## src/pkg/oad_pkg.sv

```systemverilog
`default_nettype none
package oad_pkg;
  localparam int WORD_W = 16;
  localparam int REG_COUNT = 8;
  localparam int BYTE_BIT = 15;
  localparam int OPC_HI = 14;
  localparam int OPC_LO = 6;
  localparam int SUM_HI = 15;
  localparam int SUM_LO = 12;
  localparam int SRC_HI = 11;
  localparam int SRC_LO = 6;
  localparam int DST_HI = 5;
  localparam int DST_LO = 0;
  localparam int MODE_HI = 5;
  localparam int MODE_LO = 4;
  localparam int DEF_BIT = 3;
  localparam int REG_HI = 2;
  localparam int REG_LO = 0;
  localparam logic [8:0] OPC_ZERO = 9'h028;
  localparam logic [8:0] OPC_COMPL = 9'h029;
  localparam logic [8:0] OPC_ADD1 = 9'h02a;
  localparam logic [3:0] OPC_SUM = 4'h6;
  localparam logic [1:0] MODE_REG = 2'h0;
  localparam logic [1:0] MODE_INC = 2'h1;
  localparam logic [1:0] MODE_DEC = 2'h2;
  localparam logic [1:0] MODE_IDX = 2'h3;
  localparam logic [2:0] REG_SP = 3'h6;
  localparam logic [2:0] REG_PC = 3'h7;
  localparam logic [15:0] STEP_ONE = 16'h0001;
  localparam logic [15:0] STEP_TWO = 16'h0002;
  localparam logic [15:0] WORD_RST = 16'h0000;
  localparam logic [7:0] BYTE_ZERO = 8'h00;

  typedef enum logic [10:0] {
    ST_IDLE = 11'h001,
    ST_RREG = 11'h002,
    ST_RDAT = 11'h004,
    ST_PCRD = 11'h008,
    ST_PCDAT = 11'h010,
    ST_IDXF = 11'h020,
    ST_DEFR = 11'h040,
    ST_OPRD = 11'h080,
    ST_UPD = 11'h100,
    ST_EXEC = 11'h200,
    ST_WRT = 11'h400
  } oad_state_type;

  typedef enum logic [3:0] {
    OP_ZERO = 4'h1,
    OP_COMPL = 4'h2,
    OP_ADD1 = 4'h4,
    OP_SUM = 4'h8
  } oad_op_type;

  typedef struct packed {
    oad_state_type st;
    oad_op_type op;
    logic phase;
    logic byte_op;
    logic [5:0] src_spec;
    logic [5:0] dst_spec;
    logic [15:0] addr;
    logic [15:0] base;
    logic [15:0] pc;
    logic [15:0] upd_val;
    logic upd_pend;
    logic [15:0] src_val;
    logic [15:0] dst_val;
    logic dst_is_reg;
    logic busy;
    logic done;
    logic illegal;
    logic [15:0] result_value;
    logic result_at_reg;
    logic [2:0] result_reg;
    logic [15:0] result_addr;
    logic mem_req;
    logic mem_we;
    logic mem_byte;
    logic [15:0] mem_addr;
    logic [15:0] mem_wdata;
  } oad_ctx_type;
endpackage : oad_pkg
`default_nettype wire

```

## src/hdl/oad_regfile.sv

```systemverilog
`timescale 1ns/1ps
`default_nettype none
// Eight general registers, one registered read port, one write port
module oad_regfile #(
  parameter int WIDTH = 16,
  parameter int DEPTH = 8,
  parameter int AW = 3
) (
  input wire logic clk,
  input wire logic arst_n,
  input wire logic [AW-1:0] raddr,
  output logic [WIDTH-1:0] rdata,
  input wire logic we,
  input wire logic [AW-1:0] waddr,
  input wire logic [WIDTH-1:0] wdata
);
  logic [WIDTH-1:0] mem_reg [DEPTH];

  always_ff @(posedge clk)
  begin
    if (we)
    begin
      mem_reg[waddr] <= wdata;
    end
  end

  always_ff @(posedge clk or negedge arst_n)
  begin
    if (!arst_n)
    begin
      rdata <= '0;
    end
    else
    begin
      rdata <= mem_reg[raddr];
    end
  end
endmodule : oad_regfile
`default_nettype wire

```

## src/hdl/oad_decoder.sv

```systemverilog
`timescale 1ns/1ps
`default_nettype none
// Functional notes
// RQ1 - Bits 15..6 of a one-operand word select the operation.
// RQ2 - Bits 5..0 of a one-operand word form the destination specifier.
// RQ3 - Specifier bits 2..0 pick one of eight general registers.
// RQ4 - Specifier bits 5..4 pick register use; bit 3 picks deferred access.
// RQ5 - Two-operand words carry separate source and destination specifiers.
// RQ6 - Addition writes the sum to destination and leaves source unchanged.
// RQ7 - Patterns 0050 and 1050 write zero to destination word or byte.
// RQ8 - Patterns 0052 and 1052 add one to destination word or byte.
// RQ9 - Patterns 0051 and 1051 invert every bit of destination word or byte.
// RQ10 - Pattern 06 adds source operand into destination operand.
// RQ11 - Mode 000 uses the register itself, no memory access.
// RQ12 - Mode 010 uses register as address, steps it after the access.
// RQ13 - Post step is one for bytes, two for words, SP and PC.
// RQ14 - Mode 100 decrements the register first, then uses it as address.
// RQ15 - Pre decrement is two for words and one for bytes.
// RQ16 - Mode 110 adds the following index word to register, modifying neither.
// RQ17 - Byte operations on a register touch only bits 7..0.
// RQ18 - Deferred mode 011 reads an address word, then steps register by two.
// RQ19 - Every word fetched through the PC advances the PC by two.
// RQ20 - Bit 15 of the one-operand opcodes selects a byte operation.
// RQ21 - Two-operand source is bits 11..6, destination is bits 5..0.
module oad_decoder
  import oad_pkg::*;
(
  input wire logic clk,
  input wire logic arst_n,
  input wire logic instr_valid,
  input wire logic [15:0] instr_word,
  input wire logic load_valid,
  input wire logic [2:0] load_index,
  input wire logic [15:0] load_data,
  output logic busy,
  output logic done,
  output logic illegal,
  output logic [15:0] result_value,
  output logic result_at_reg,
  output logic [2:0] result_reg,
  output logic [15:0] result_addr,
  output logic mem_req,
  output logic mem_we,
  output logic mem_byte,
  output logic [15:0] mem_addr,
  output logic [15:0] mem_wdata,
  input wire logic mem_ack,
  input wire logic [15:0] mem_rdata
);
  oad_ctx_type cs_reg;
  oad_ctx_type cs_next;
  logic [2:0] rf_raddr;
  logic [15:0] rf_rdata;
  logic rf_we;
  logic [2:0] rf_waddr;
  logic [15:0] rf_wdata;
  logic [5:0] cur_spec;
  logic [2:0] cur_reg;
  logic [1:0] cur_mode;
  logic cur_def;
  logic [15:0] step_inc;
  logic [15:0] step_dec;
  logic [15:0] op_res;
  logic [8:0] opc9;
  logic is_sum;
  logic skip_read;

  ////////////////////////////////////////////////////////////////////////////
  oad_regfile #(
    .WIDTH(WORD_W),
    .DEPTH(REG_COUNT),
    .AW(3)
  ) u_regs (
    .clk(clk),
    .arst_n(arst_n),
    .raddr(rf_raddr),
    .rdata(rf_rdata),
    .we(rf_we),
    .waddr(rf_waddr),
    .wdata(rf_wdata)
  );

  ////////////////////////////////////////////////////////////////////////////
  assign opc9 = instr_word[OPC_HI:OPC_LO]; // [RQ1]
  assign is_sum = (instr_word[SUM_HI:SUM_LO] == OPC_SUM); // [RQ10]
  assign cur_spec = cs_reg.phase ? cs_reg.dst_spec : cs_reg.src_spec; // [RQ5]
  assign cur_reg = cur_spec[REG_HI:REG_LO]; // [RQ3]
  assign cur_mode = cur_spec[MODE_HI:MODE_LO]; // [RQ4]
  assign cur_def = cur_spec[DEF_BIT]; // [RQ4]
  // Deferred forms always step by a whole word
  assign step_inc = (cs_reg.byte_op && !cur_def && (cur_reg < REG_SP)) ? STEP_ONE : STEP_TWO; // [RQ13] [RQ18]
  assign step_dec = (cs_reg.byte_op && !cur_def) ? STEP_ONE : STEP_TWO; // [RQ15]
  assign skip_read = cs_reg.phase && (cs_reg.op == OP_ZERO);

  always_comb
  begin
    unique case (cs_reg.op)
      OP_ZERO: op_res = WORD_RST; // [RQ7]
      OP_COMPL: op_res = ~cs_reg.dst_val; // [RQ9]
      OP_ADD1: op_res = cs_reg.dst_val + STEP_ONE; // [RQ8]
      OP_SUM: op_res = cs_reg.src_val + cs_reg.dst_val; // [RQ10] [RQ6]
      default: op_res = WORD_RST;
    endcase
  end

  ////////////////////////////////////////////////////////////////////////////
  always_comb
  begin
    logic go_acc;
    logic go_read;
    logic [15:0] acc_addr;
    logic [15:0] rd_addr;
    logic [15:0] wr_val;
    go_acc = 1'b0;
    go_read = 1'b0;
    acc_addr = WORD_RST;
    rd_addr = WORD_RST;
    wr_val = WORD_RST;
    cs_next = cs_reg;
    cs_next.done = 1'b0;
    cs_next.illegal = 1'b0;
    rf_raddr = cur_reg;
    rf_we = 1'b0;
    rf_waddr = cur_reg;
    rf_wdata = WORD_RST;
    unique case (cs_reg.st)
      ST_IDLE:
      begin
        if (load_valid)
        begin
          rf_we = 1'b1;
          rf_waddr = load_index;
          rf_wdata = load_data;
        end
        if (instr_valid)
        begin
          cs_next.src_spec = instr_word[SRC_HI:SRC_LO]; // [RQ21]
          cs_next.dst_spec = instr_word[DST_HI:DST_LO]; // [RQ2] [RQ21]
          cs_next.byte_op = instr_word[BYTE_BIT] && !is_sum; // [RQ20]
          cs_next.phase = !is_sum; // [RQ5]
          cs_next.dst_is_reg = 1'b0;
          cs_next.st = ST_RREG;
          cs_next.busy = 1'b1;
          if (is_sum)
          begin
            cs_next.op = OP_SUM;
          end
          else if (opc9 == OPC_ZERO)
          begin
            cs_next.op = OP_ZERO;
          end
          else if (opc9 == OPC_COMPL)
          begin
            cs_next.op = OP_COMPL;
          end
          else if (opc9 == OPC_ADD1)
          begin
            cs_next.op = OP_ADD1;
          end
          else
          begin
            cs_next.st = ST_IDLE;
            cs_next.busy = 1'b0;
            cs_next.illegal = 1'b1;
          end
        end
      end
      ST_RREG:
      begin
        cs_next.upd_pend = 1'b0;
        cs_next.st = ST_RDAT;
      end
      ST_RDAT:
      begin
        unique case (cur_mode)
          MODE_REG:
          begin
            if (cur_def)
            begin
              go_read = 1'b1;
              rd_addr = rf_rdata;
            end
            else
            begin
              if (cs_reg.phase) // [RQ11]
              begin
                cs_next.dst_val = rf_rdata;
                cs_next.dst_is_reg = 1'b1;
              end
              else
              begin
                cs_next.src_val = rf_rdata;
              end
              cs_next.st = ST_UPD;
            end
          end
          MODE_INC:
          begin
            // Register moves in ST_UPD, after any operand read but before the result write
            cs_next.upd_val = rf_rdata + step_inc; // [RQ12] [RQ13]
            cs_next.upd_pend = 1'b1;
            go_acc = 1'b1;
            acc_addr = rf_rdata;
          end
          MODE_DEC:
          begin
            rf_we = 1'b1; // [RQ14]
            rf_wdata = rf_rdata - step_dec; // [RQ15]
            go_acc = 1'b1;
            acc_addr = rf_rdata - step_dec;
          end
          MODE_IDX:
          begin
            cs_next.base = rf_rdata;
            cs_next.st = ST_PCRD;
          end
          default:
          begin
            cs_next.st = ST_IDLE;
          end
        endcase
      end
      ST_PCRD:
      begin
        rf_raddr = REG_PC;
        cs_next.st = ST_PCDAT;
      end
      ST_PCDAT:
      begin
        cs_next.pc = rf_rdata;
        rf_we = 1'b1;
        rf_waddr = REG_PC;
        rf_wdata = rf_rdata + STEP_TWO; // [RQ19]
        cs_next.mem_req = 1'b1;
        cs_next.mem_we = 1'b0;
        cs_next.mem_byte = 1'b0;
        cs_next.mem_addr = rf_rdata;
        cs_next.st = ST_IDXF;
      end
      ST_IDXF:
      begin
        if (mem_ack)
        begin
          cs_next.mem_req = 1'b0;
          go_acc = 1'b1;
          // PC as base means the stepped PC; no register is rewritten
          acc_addr = mem_rdata + ((cur_reg == REG_PC) ? (cs_reg.pc + STEP_TWO) : cs_reg.base); // [RQ16]
        end
      end
      ST_DEFR:
      begin
        if (mem_ack)
        begin
          cs_next.mem_req = 1'b0;
          go_read = 1'b1;
          rd_addr = mem_rdata; // [RQ18]
        end
      end
      ST_OPRD:
      begin
        if (mem_ack)
        begin
          cs_next.mem_req = 1'b0;
          wr_val = cs_reg.byte_op ? {BYTE_ZERO, mem_rdata[7:0]} : mem_rdata;
          if (cs_reg.phase)
          begin
            cs_next.dst_val = wr_val;
          end
          else
          begin
            cs_next.src_val = wr_val;
          end
          cs_next.st = ST_UPD;
        end
      end
      ST_UPD:
      begin
        if (cs_reg.upd_pend)
        begin
          rf_we = 1'b1; // [RQ12]
          rf_wdata = cs_reg.upd_val;
        end
        if (cs_reg.phase)
        begin
          cs_next.st = ST_EXEC;
        end
        else
        begin
          cs_next.phase = 1'b1;
          cs_next.st = ST_RREG;
        end
      end
      ST_EXEC:
      begin
        cs_next.result_at_reg = cs_reg.dst_is_reg;
        cs_next.result_reg = cur_reg;
        cs_next.result_addr = cs_reg.addr;
        if (cs_reg.dst_is_reg)
        begin
          wr_val = cs_reg.byte_op ? {cs_reg.dst_val[15:8], op_res[7:0]} : op_res; // [RQ17]
          rf_we = 1'b1;
          rf_wdata = wr_val;
          cs_next.result_value = wr_val;
          cs_next.st = ST_IDLE;
          cs_next.busy = 1'b0;
          cs_next.done = 1'b1;
        end
        else
        begin
          wr_val = cs_reg.byte_op ? {BYTE_ZERO, op_res[7:0]} : op_res;
          cs_next.result_value = wr_val;
          cs_next.mem_req = 1'b1;
          cs_next.mem_we = 1'b1;
          cs_next.mem_byte = cs_reg.byte_op;
          cs_next.mem_addr = cs_reg.addr;
          cs_next.mem_wdata = wr_val;
          cs_next.st = ST_WRT;
        end
      end
      ST_WRT:
      begin
        if (mem_ack)
        begin
          cs_next.mem_req = 1'b0;
          cs_next.mem_we = 1'b0;
          cs_next.st = ST_IDLE;
          cs_next.busy = 1'b0;
          cs_next.done = 1'b1;
        end
      end
      default:
      begin
        cs_next.st = ST_IDLE;
      end
    endcase
    if (go_acc)
    begin
      cs_next.addr = acc_addr;
      if (cur_def)
      begin
        cs_next.st = ST_DEFR;
        cs_next.mem_req = 1'b1;
        cs_next.mem_we = 1'b0;
        cs_next.mem_byte = 1'b0;
        cs_next.mem_addr = acc_addr;
      end
      else
      begin
        go_read = 1'b1;
        rd_addr = acc_addr;
      end
    end
    if (go_read)
    begin
      cs_next.addr = rd_addr;
      if (skip_read)
      begin
        cs_next.st = ST_UPD;
      end
      else
      begin
        cs_next.st = ST_OPRD;
        cs_next.mem_req = 1'b1;
        cs_next.mem_we = 1'b0;
        cs_next.mem_byte = cs_reg.byte_op;
        cs_next.mem_addr = rd_addr;
      end
    end
  end

  always_ff @(posedge clk or negedge arst_n)
  begin
    if (!arst_n)
    begin
      cs_reg <= '0;
      cs_reg.st <= ST_IDLE;
      cs_reg.op <= OP_ZERO;
    end
    else
    begin
      cs_reg <= cs_next;
    end
  end

  assign busy = cs_reg.busy;
  assign done = cs_reg.done;
  assign illegal = cs_reg.illegal;
  assign result_value = cs_reg.result_value;
  assign result_at_reg = cs_reg.result_at_reg;
  assign result_reg = cs_reg.result_reg;
  assign result_addr = cs_reg.result_addr;
  assign mem_req = cs_reg.mem_req;
  assign mem_we = cs_reg.mem_we;
  assign mem_byte = cs_reg.mem_byte;
  assign mem_addr = cs_reg.mem_addr;
  assign mem_wdata = cs_reg.mem_wdata;

  ////////////////////////////////////////////////////////////////////////////
  a_zero_result: assert property (@(posedge clk) disable iff (!arst_n) // [RQ7]
    (cs_reg.st == ST_EXEC && cs_reg.op == OP_ZERO && !cs_reg.dst_is_reg) |=> (result_value == WORD_RST))
    else $error("zero op result not zero");
  a_compl_result: assert property (@(posedge clk) disable iff (!arst_n) // [RQ9]
    (cs_reg.st == ST_EXEC && cs_reg.op == OP_COMPL) |=> (result_value[7:0] == ~$past(cs_reg.dst_val[7:0])))
    else $error("invert result wrong");
  a_add_one: assert property (@(posedge clk) disable iff (!arst_n) // [RQ8]
    (cs_reg.st == ST_EXEC && cs_reg.op == OP_ADD1) |=> (result_value[7:0] == $past(cs_reg.dst_val[7:0]) + 8'h01))
    else $error("add one result wrong");
  a_sum_result: assert property (@(posedge clk) disable iff (!arst_n) // [RQ10]
    (cs_reg.st == ST_EXEC && cs_reg.op == OP_SUM) |=> (result_value == $past(cs_reg.src_val + cs_reg.dst_val)))
    else $error("sum result wrong");
  a_byte_merge: assert property (@(posedge clk) disable iff (!arst_n) // [RQ17]
    (cs_reg.st == ST_EXEC && cs_reg.dst_is_reg && cs_reg.byte_op) |-> (rf_we && rf_wdata[15:8] == cs_reg.dst_val[15:8]))
    else $error("byte op touched upper register bits");
  a_pc_step: assert property (@(posedge clk) disable iff (!arst_n) // [RQ19]
    (cs_reg.st == ST_PCDAT) |-> (rf_we && rf_waddr == REG_PC && rf_wdata == rf_rdata + STEP_TWO))
    else $error("pc not stepped by two on fetch");
  a_reg_nomem: assert property (@(posedge clk) disable iff (!arst_n) // [RQ11]
    (cs_reg.st == ST_RDAT && cur_mode == MODE_REG && !cur_def) |=> (!mem_req && cs_reg.st == ST_UPD))
    else $error("register mode touched memory");
  a_dec_first: assert property (@(posedge clk) disable iff (!arst_n) // [RQ14]
    (cs_reg.st == ST_RDAT && cur_mode == MODE_DEC && !cur_def) |=> (cs_reg.addr == $past(rf_rdata - step_dec)))
    else $error("decrement not applied before access");
  a_inc_after: assert property (@(posedge clk) disable iff (!arst_n) // [RQ12]
    (cs_reg.st == ST_RDAT && cur_mode == MODE_INC && !cur_def) |-> (!rf_we ##1 cs_reg.addr == $past(rf_rdata)))
    else $error("increment applied before access");
  a_bad_opcode: assert property (@(posedge clk) disable iff (!arst_n) // [RQ1]
    (cs_reg.st == ST_IDLE && instr_valid && !is_sum && opc9 != OPC_ZERO && opc9 != OPC_COMPL
     && opc9 != OPC_ADD1) |=> (illegal && !busy))
    else $error("unknown opcode not flagged");
endmodule : oad_decoder
`default_nettype wire

```

## config.mk

```make
export PLATFORM = sky130hd
export DESIGN_NAME = oad_decoder
export DESIGN_NICKNAME = d
export VERILOG_FILES = /design/src/pkg/oad_pkg.sv /design/src/hdl/oad_regfile.sv /design/src/hdl/oad_decoder.sv
export SDC_FILE = /design/constraint.sdc
export NUM_CORES = 1
export LEC_CHECK = 0
export BUFFER_PORTS_ARGS = -buffer_cell sky130_fd_sc_hd__buf_2
export CORE_ASPECT_RATIO = 1.5
export CORE_UTILIZATION = 55
export CTS_CLUSTER_SIZE = 10
export DETAILED_ROUTE_END_ITERATION = 7
export HOLD_SLACK_MARGIN = 0.12
export PLACE_DENSITY = 0.83
export SLEW_MARGIN = 20
export SYNTH_ARGS = -nofsm -noshare
export SYNTH_HDL_FRONTEND = slang
export SYNTH_SLANG_ARGS = --single-unit
```

## constraint.sdc

```tcl
create_clock -name clk -period 3.85 [get_ports clk]
set_input_delay 0.77 -clock clk [delete_from_list [all_inputs] [get_ports clk]]
set_output_delay 0.77 -clock clk [all_outputs]
set_load 0.05 [all_outputs]
```

---- Yosys cells after proc, flatten, opt, wreduce, memory -nomap -nowiden ----
Memories as Yosys holds them, arrays and structs flattened. A register that Yosys moved wholly into a read port is not among the register bits.
Cells that the tools add are included.
W data, S select, Z words.
cells by class
  reductions and logical operators ........ 29
  shift operators ......................... 0
  multiply operators ...................... 0
  divide/modulo/power cells ............... 0
  muxes and demuxes ....................... 100
  magnitude comparators ................... 1
  bitwise operators ....................... 2
  equal/unequal tests ..................... 34
  add/sub/neg operators ................... 7
operators with widths
  cell                     number
  $mux W16                 20
  $pmux W11 S10            1
  $pmux W16 S2             3
  $pmux W16 S5             1
  $mux W11                 7
  $mux W19                 4
  $mux W33                 2
  $pmux W32 S2             1
  $pmux W16 S3             1
  $mux W35                 1
  $pmux W17 S2             1
  $add A16 B16 Y16         2
  $add A16 B2 Y16 const B  2
  $mux W32                 1
  $mux W29                 1
  $eq A9 B6 Y1 const B     3
  $mux W1                  24
  $pmux W11 S2             1
  $mux W2                  10
  $ne A2 B2 Y1 const B     9
  $mux W17                 1
  $add A16 B1 Y16 const B  1
  $add A16 B2 Y16          1
  $mux W4                  4
  45 further kinds         71
storage, ports and cells
  register bits ........................... 201
  bits in latches ......................... 0
  memory bits (writable) .................. 128
  word-level logic and storage cells ...... 200
  memory bits (read-only) ................. 0
  memories ................................ 1
  output and inout port bits .............. 74
memory list
  memory          words  bits a word  read ports  clocked after memory_dff  write ports  RTL line           source
  u_regs.mem_reg  8      16           1           1                         1            oad_regfile.sv:17  logic [WIDTH-1:0] mem_reg [DEPTH];

---- Logic depth before layout (Yosys ltp) ----
  word-level depth ........................ 11
  depth in mapped cells ................... 20
  depth with buffers taken out ............ 15

---- Modules after synthesis ----
A second synthesis with hierarchy kept.
second synthesis, totals
  cells, all modules ...................... 1863
  area, all modules ....................... 18950.7 µm²
modules (own cells, without submodules)
  module       cells an instance  times used  area an instance (µm²)
  oad_decoder  1649               1           13576.8
  oad_regfile  214                1           5373.9

---- Worst setup path before layout ----
No wires, ideal clock.
  path kind ............................... register -> register
  start point ............................. register cs_reg[185] in the netlist's numbering
  end point ............................... register cs_reg, in the netlist mem_addr[12]
  data arrival time ....................... 3938 ps
  slack ................................... -228 ps
  stages on the path, launching flop included .. 19
  period minus slack after synthesis ...... 4078 ps
  required time ........................... 3710 ps
  path through ............................ dfrtp_1 buf_2 buf_2 mux2i_1 clkbuf_1 or3_1 clkbuf_1 clkbuf_1 nand2_1 o21ai_0 ha_1 or4_1 o21ai_0 a2111oi_0 o31a_1 or3_1 a32o_1 o21ai_1 o311ai_1
RTL lines
  element                   RTL line            source
  start: declaration        oad_decoder.sv:50   oad_ctx_type cs_reg;
  start signal: assignment  oad_decoder.sv:381  cs_reg <= cs_next;

---- Worst setup path in the final report ----
  start point ............................. register cs_reg[188] in the netlist's numbering
  end point ............................... memory u_regs.mem_reg[7][15] (data pin)
between the ends
  longest elaborated chain between the ends .. 5
RTL lines
  element                               RTL line            source
  $eq A4 B4 Y1 (tied with other cells)  oad_decoder.sv:97   unique case (cs_reg.op)
  $pmux W16 S3 *                        oad_decoder.sv:97
  $mux W16 *                            oad_decoder.sv:300  wr_val = cs_reg.byte_op ? {cs_reg.dst_val[15:8], op_res[7:0]} : op_res;
  $mux W16 *                            oad_decoder.sv:298  if (cs_reg.dst_is_reg)
  $pmux W16 S5 *                        oad_decoder.sv:126  unique case (cs_reg.st)
  via rf_wdata[15]                      oad_decoder.sv:56   logic [15:0] rf_wdata;
  end: declaration                      oad_regfile.sv:17
The timed path passes the listed nets; every way through them passes the cells marked *.

==> results.md <==
- R2R Setup Slk: 0.07 ns
- Area Growth Syn to Fin: 13.1%
- Ant diodes: 0
- Async S/R FF share, synth: 62.9%
- Clock Pin Slew Worst Setup and Hold Paths: 0.05 ns
- Period minus WS final: 3.78 ns
- DR vias/cell: 6.46
- Seq/Total Area, Yosys: 49.1%
- Pre-CTS setup slack: 0.0562 ns
- Run status: finished with violations
- Crit-path max FO: 8
- Failing checks: DRC
- Starting Density: 56.1%
- Worst Reg-to-Reg Cells: 14
- Final setup viols: 0
- Residual DRC: 2
- Drt first pass iters: 8
- Mapped Nets: 2119
- Mean area per synthesized cell: 9.37 sq um
- Final hold vios: 0
- RSZ-0062 raised after global routing: true
- Fraction of layout cells with a size suffix above 1: 18.0%
- Gp weighted congestion: 1.04
- Clk_skew: 0.0368 ns
- Period utilisation layout: 98.3%
- Detail Placement HPWL: 44500 um
- Total congestion overflow: 0
- Max IR drop VDD: 0.000502 V
- First-pass GRT wire length: 94300 um
- Worst EP arrival: 4.21 ns
- Total CTS buffers: 41
- Yosys warning count: 0
- CTS tree: done
- Clk_lat worst skew: 0.57 ns
- Root buf cell: clkbuf_16
- H-tree levels: 2
- Prevailing post-synth register cell: dfrtp_1
- Chip Height: 229 um
- Maxcap violations: 0
- CTS Hold Buffers Added: 0
- PnR worst setup slack: 0.0661 ns
- Routed Antenna Nets: 0
- Largest register FFs: 128
- Synthesized instance count: 2015
- Die width: 153 um
- FILL cells: 2761
- Relative slew slack: 32.4%
- Static leakage: 0.00932 uW
- Vias post-DR: 16600
- Worst reg2reg path startpoint: cs_reg[188]
- CP Capture Type: register
- Number of flops mapped to enable cells by yosys: 128
- Crit path from: cs_reg[188]
- Cell Pwr Density: 662 nW/um^2
- Startpoint types: register
- CTS sink count: 345
- Design Area, Final: 21400 sq um
- Antenna violations before repair: 1
- Synthesized area: 18900 sq um
- Nets: 2224
- Mean routed wirelength per cell: 24.1 um
- Slew @ Worst Pin: 1.01 ns
- Maximum buffer depth of the clock tree: 3
- Worst EP required: 4.27 ns
- GRT Total Usage: 35.6%
- Yosys reg bits: 345
- Reg-to-Reg End: u_regs.mem_reg[7][15]
- Worst Hold Class: in2async
- FMAX: 264 MHz
- Total core area: 33700 sq um
- Vias in the first global route: 16500
- Port Buffers: 129
- Placed Area: 20000 sq um
- CP Class: reg2reg
- Yosys cell types: 88
- IO Pins: 130
- Initial DRC count: 1611
- Die ar.: 35100 sq um
- # rows: 82
- Final wirelength: 61800 um
- Largest net degree at the start of global routing: 112
- Final Max Slew Viols: 0
[routing by layer]
| metal | up-vias | global-route usage, % | routed length (um) |
|---|---|---|---|
| li1 | 7374 | - | - |
| met1 | 7961 | 41.8 | 21800 |
| met2 | 972 | 61.3 | 30800 |
| met3 | 282 | 4.56 | 4960 |
| met4 | 0 | 22.9 | 4240 |
| met5 | - | 0 | 0 |
[cells in the mapped netlist, drive strengths merged, types with 13 or more instances]
master | n | area share [%]
o211ai | 15 | 0.60
xnor2 | 38 | 1.8
a31oi | 13 | 0.43
nor3 | 23 | 0.61
a311oi | 16 | 0.74
xor2 | 29 | 1.3
nand2 | 431 | 8.6
nor2 | 118 | 2.4
dfrtp | 215 | 28
clkbuf | 92 | 1.8
nand3 | 92 | 2.4
a31o | 17 | 0.79
o21ai | 152 | 4.1
mux2i | 14 | 0.74
and3 | 18 | 0.60
nand4 | 17 | 0.56
ha | 44 | 2.9
a22oi | 28 | 1.1
a221oi | 23 | 1.1
o22ai | 18 | 0.60
edfxtp | 128 | 20
or3 | 14 | 0.46
a21oi | 108 | 2.9
and2 | 25 | 0.83
buf | 104 | 3.7
a21o | 13 | 0.52
inv | 23 | 0.46
mux2 | 18 | 1.1
[placed cells by master, fill, tap and decap left out, types with 10 or more instances in the layout]
cell type and count:
nor2b_1 11, a31o_2 17, mux2i_1 12, a311oi_1 16
and3_1 18, a221oi_1 22, o211ai_1 15, xnor2_1 38
nor2_1 115, nor3_1 20, o21ai_1 12, or3_1 14
clkbuf_1 23, mux2_2 18, a21oi_1 104, ha_1 44
o22ai_1 18, o21ai_0 135, a22oi_1 28, and2_1 25
clkbuf_16 41, nand3_1 92, edfxtp_1 128, buf_4 127
nand4_1 17, a22o_1 11, o21a_1 10, xor2_1 29
a31oi_1 13, dfrtp_1 214, buf_2 128, nand2_1 430
a21o_1 13, inv_1 23
[what timing repair did]
action,4_1_cts,5_1_grt
setup endpoints to repair,0,92
gates resized for setup,0,27
setup buffers,0,1
[kinds of logic (layout without fill, tap and decap cells)]
family | count (synthesis) | in the layout | synth area share (%)
AO/OA/AOI/OAI | 499 | 499 | 17.3
adder cells (fa/ha/maj) | 48 | 48 | 3.34
AND/OR/NAND/NOR | 805 | 805 | 19.3
buffers and inverters | 219 | 352 | 5.99
XOR/XNOR | 67 | 67 | 3.11
flip-flops | 345 | 345 | 49.1
multiplexers | 32 | 32 | 1.81
[critical path, cell delays in order (launching register included)]
cell,delay (ns)
dfrtp_1,0.44
nor4b_2,0.28
buf_4,0.21
buf_12,0.11
and2_1,0.12
ha_1,0.28
a2111o_1,0.42
o21ai_2,0.19
a21oi_1,0.11
o41a_1,0.44
a2111oi_1,0.45
nor3_1,0.12
buf_4,0.17
o211ai_1,0.10
buf_4,0.19
[how the worst max path moves through the flow]
stage / end / cells past startpoint / slack [ns]
2_1_floorplan: mem_addr[12] / 18 / 0.03
3_3_place_gp: mem_addr[12] / 14 / 0.12
3_5_place_dp: u_regs.mem_reg[3][10] / 16 / 0.06
4_1_cts: u_regs.mem_reg[4][10] / 16 / 0.01
5_1_grt: u_regs.mem_reg[0][15] / 14 / -0.07
6_report: u_regs.mem_reg[7][15] / 14 / 0.07
[report_power, final]
part | total (uW) | internal, uW | switching, uW
clock network | 3590 | 2050 | 1540
registers | 4950 | 4490 | 465
logic | 5610 | 1880 | 3730
total | 14200 | 8420 | 5730
[cell type report]
cell class                 instances  area (sq um)  share of cell area, %
multi-input combinational       1451          8610                   40.3
clock inverter                     4          63.8                  0.299
sequential                       345          9280                   43.4
tap                              420           526                   2.46
clock buffer                      67          1150                   5.40
inverter                          23          86.3                  0.404
timing repair buffer             258          1650                   7.72
[metrics by stage]
stage	util [%]	TNS [ns]	power, uW	cells	hold WS [ns]
detailed placement	59.5	0	10400	2496	0.450
global route	63.5	-0.773	14700	2568	0.342
global placement	59.5	0	10200	2496	0.444
finish	63.5	0	14200	2568	0.251
floorplan	-	0	8290	2015	0.440
CTS	63.1	0	14000	2567	0.296
No activity file was read; power rests on OpenSTA's default activity.
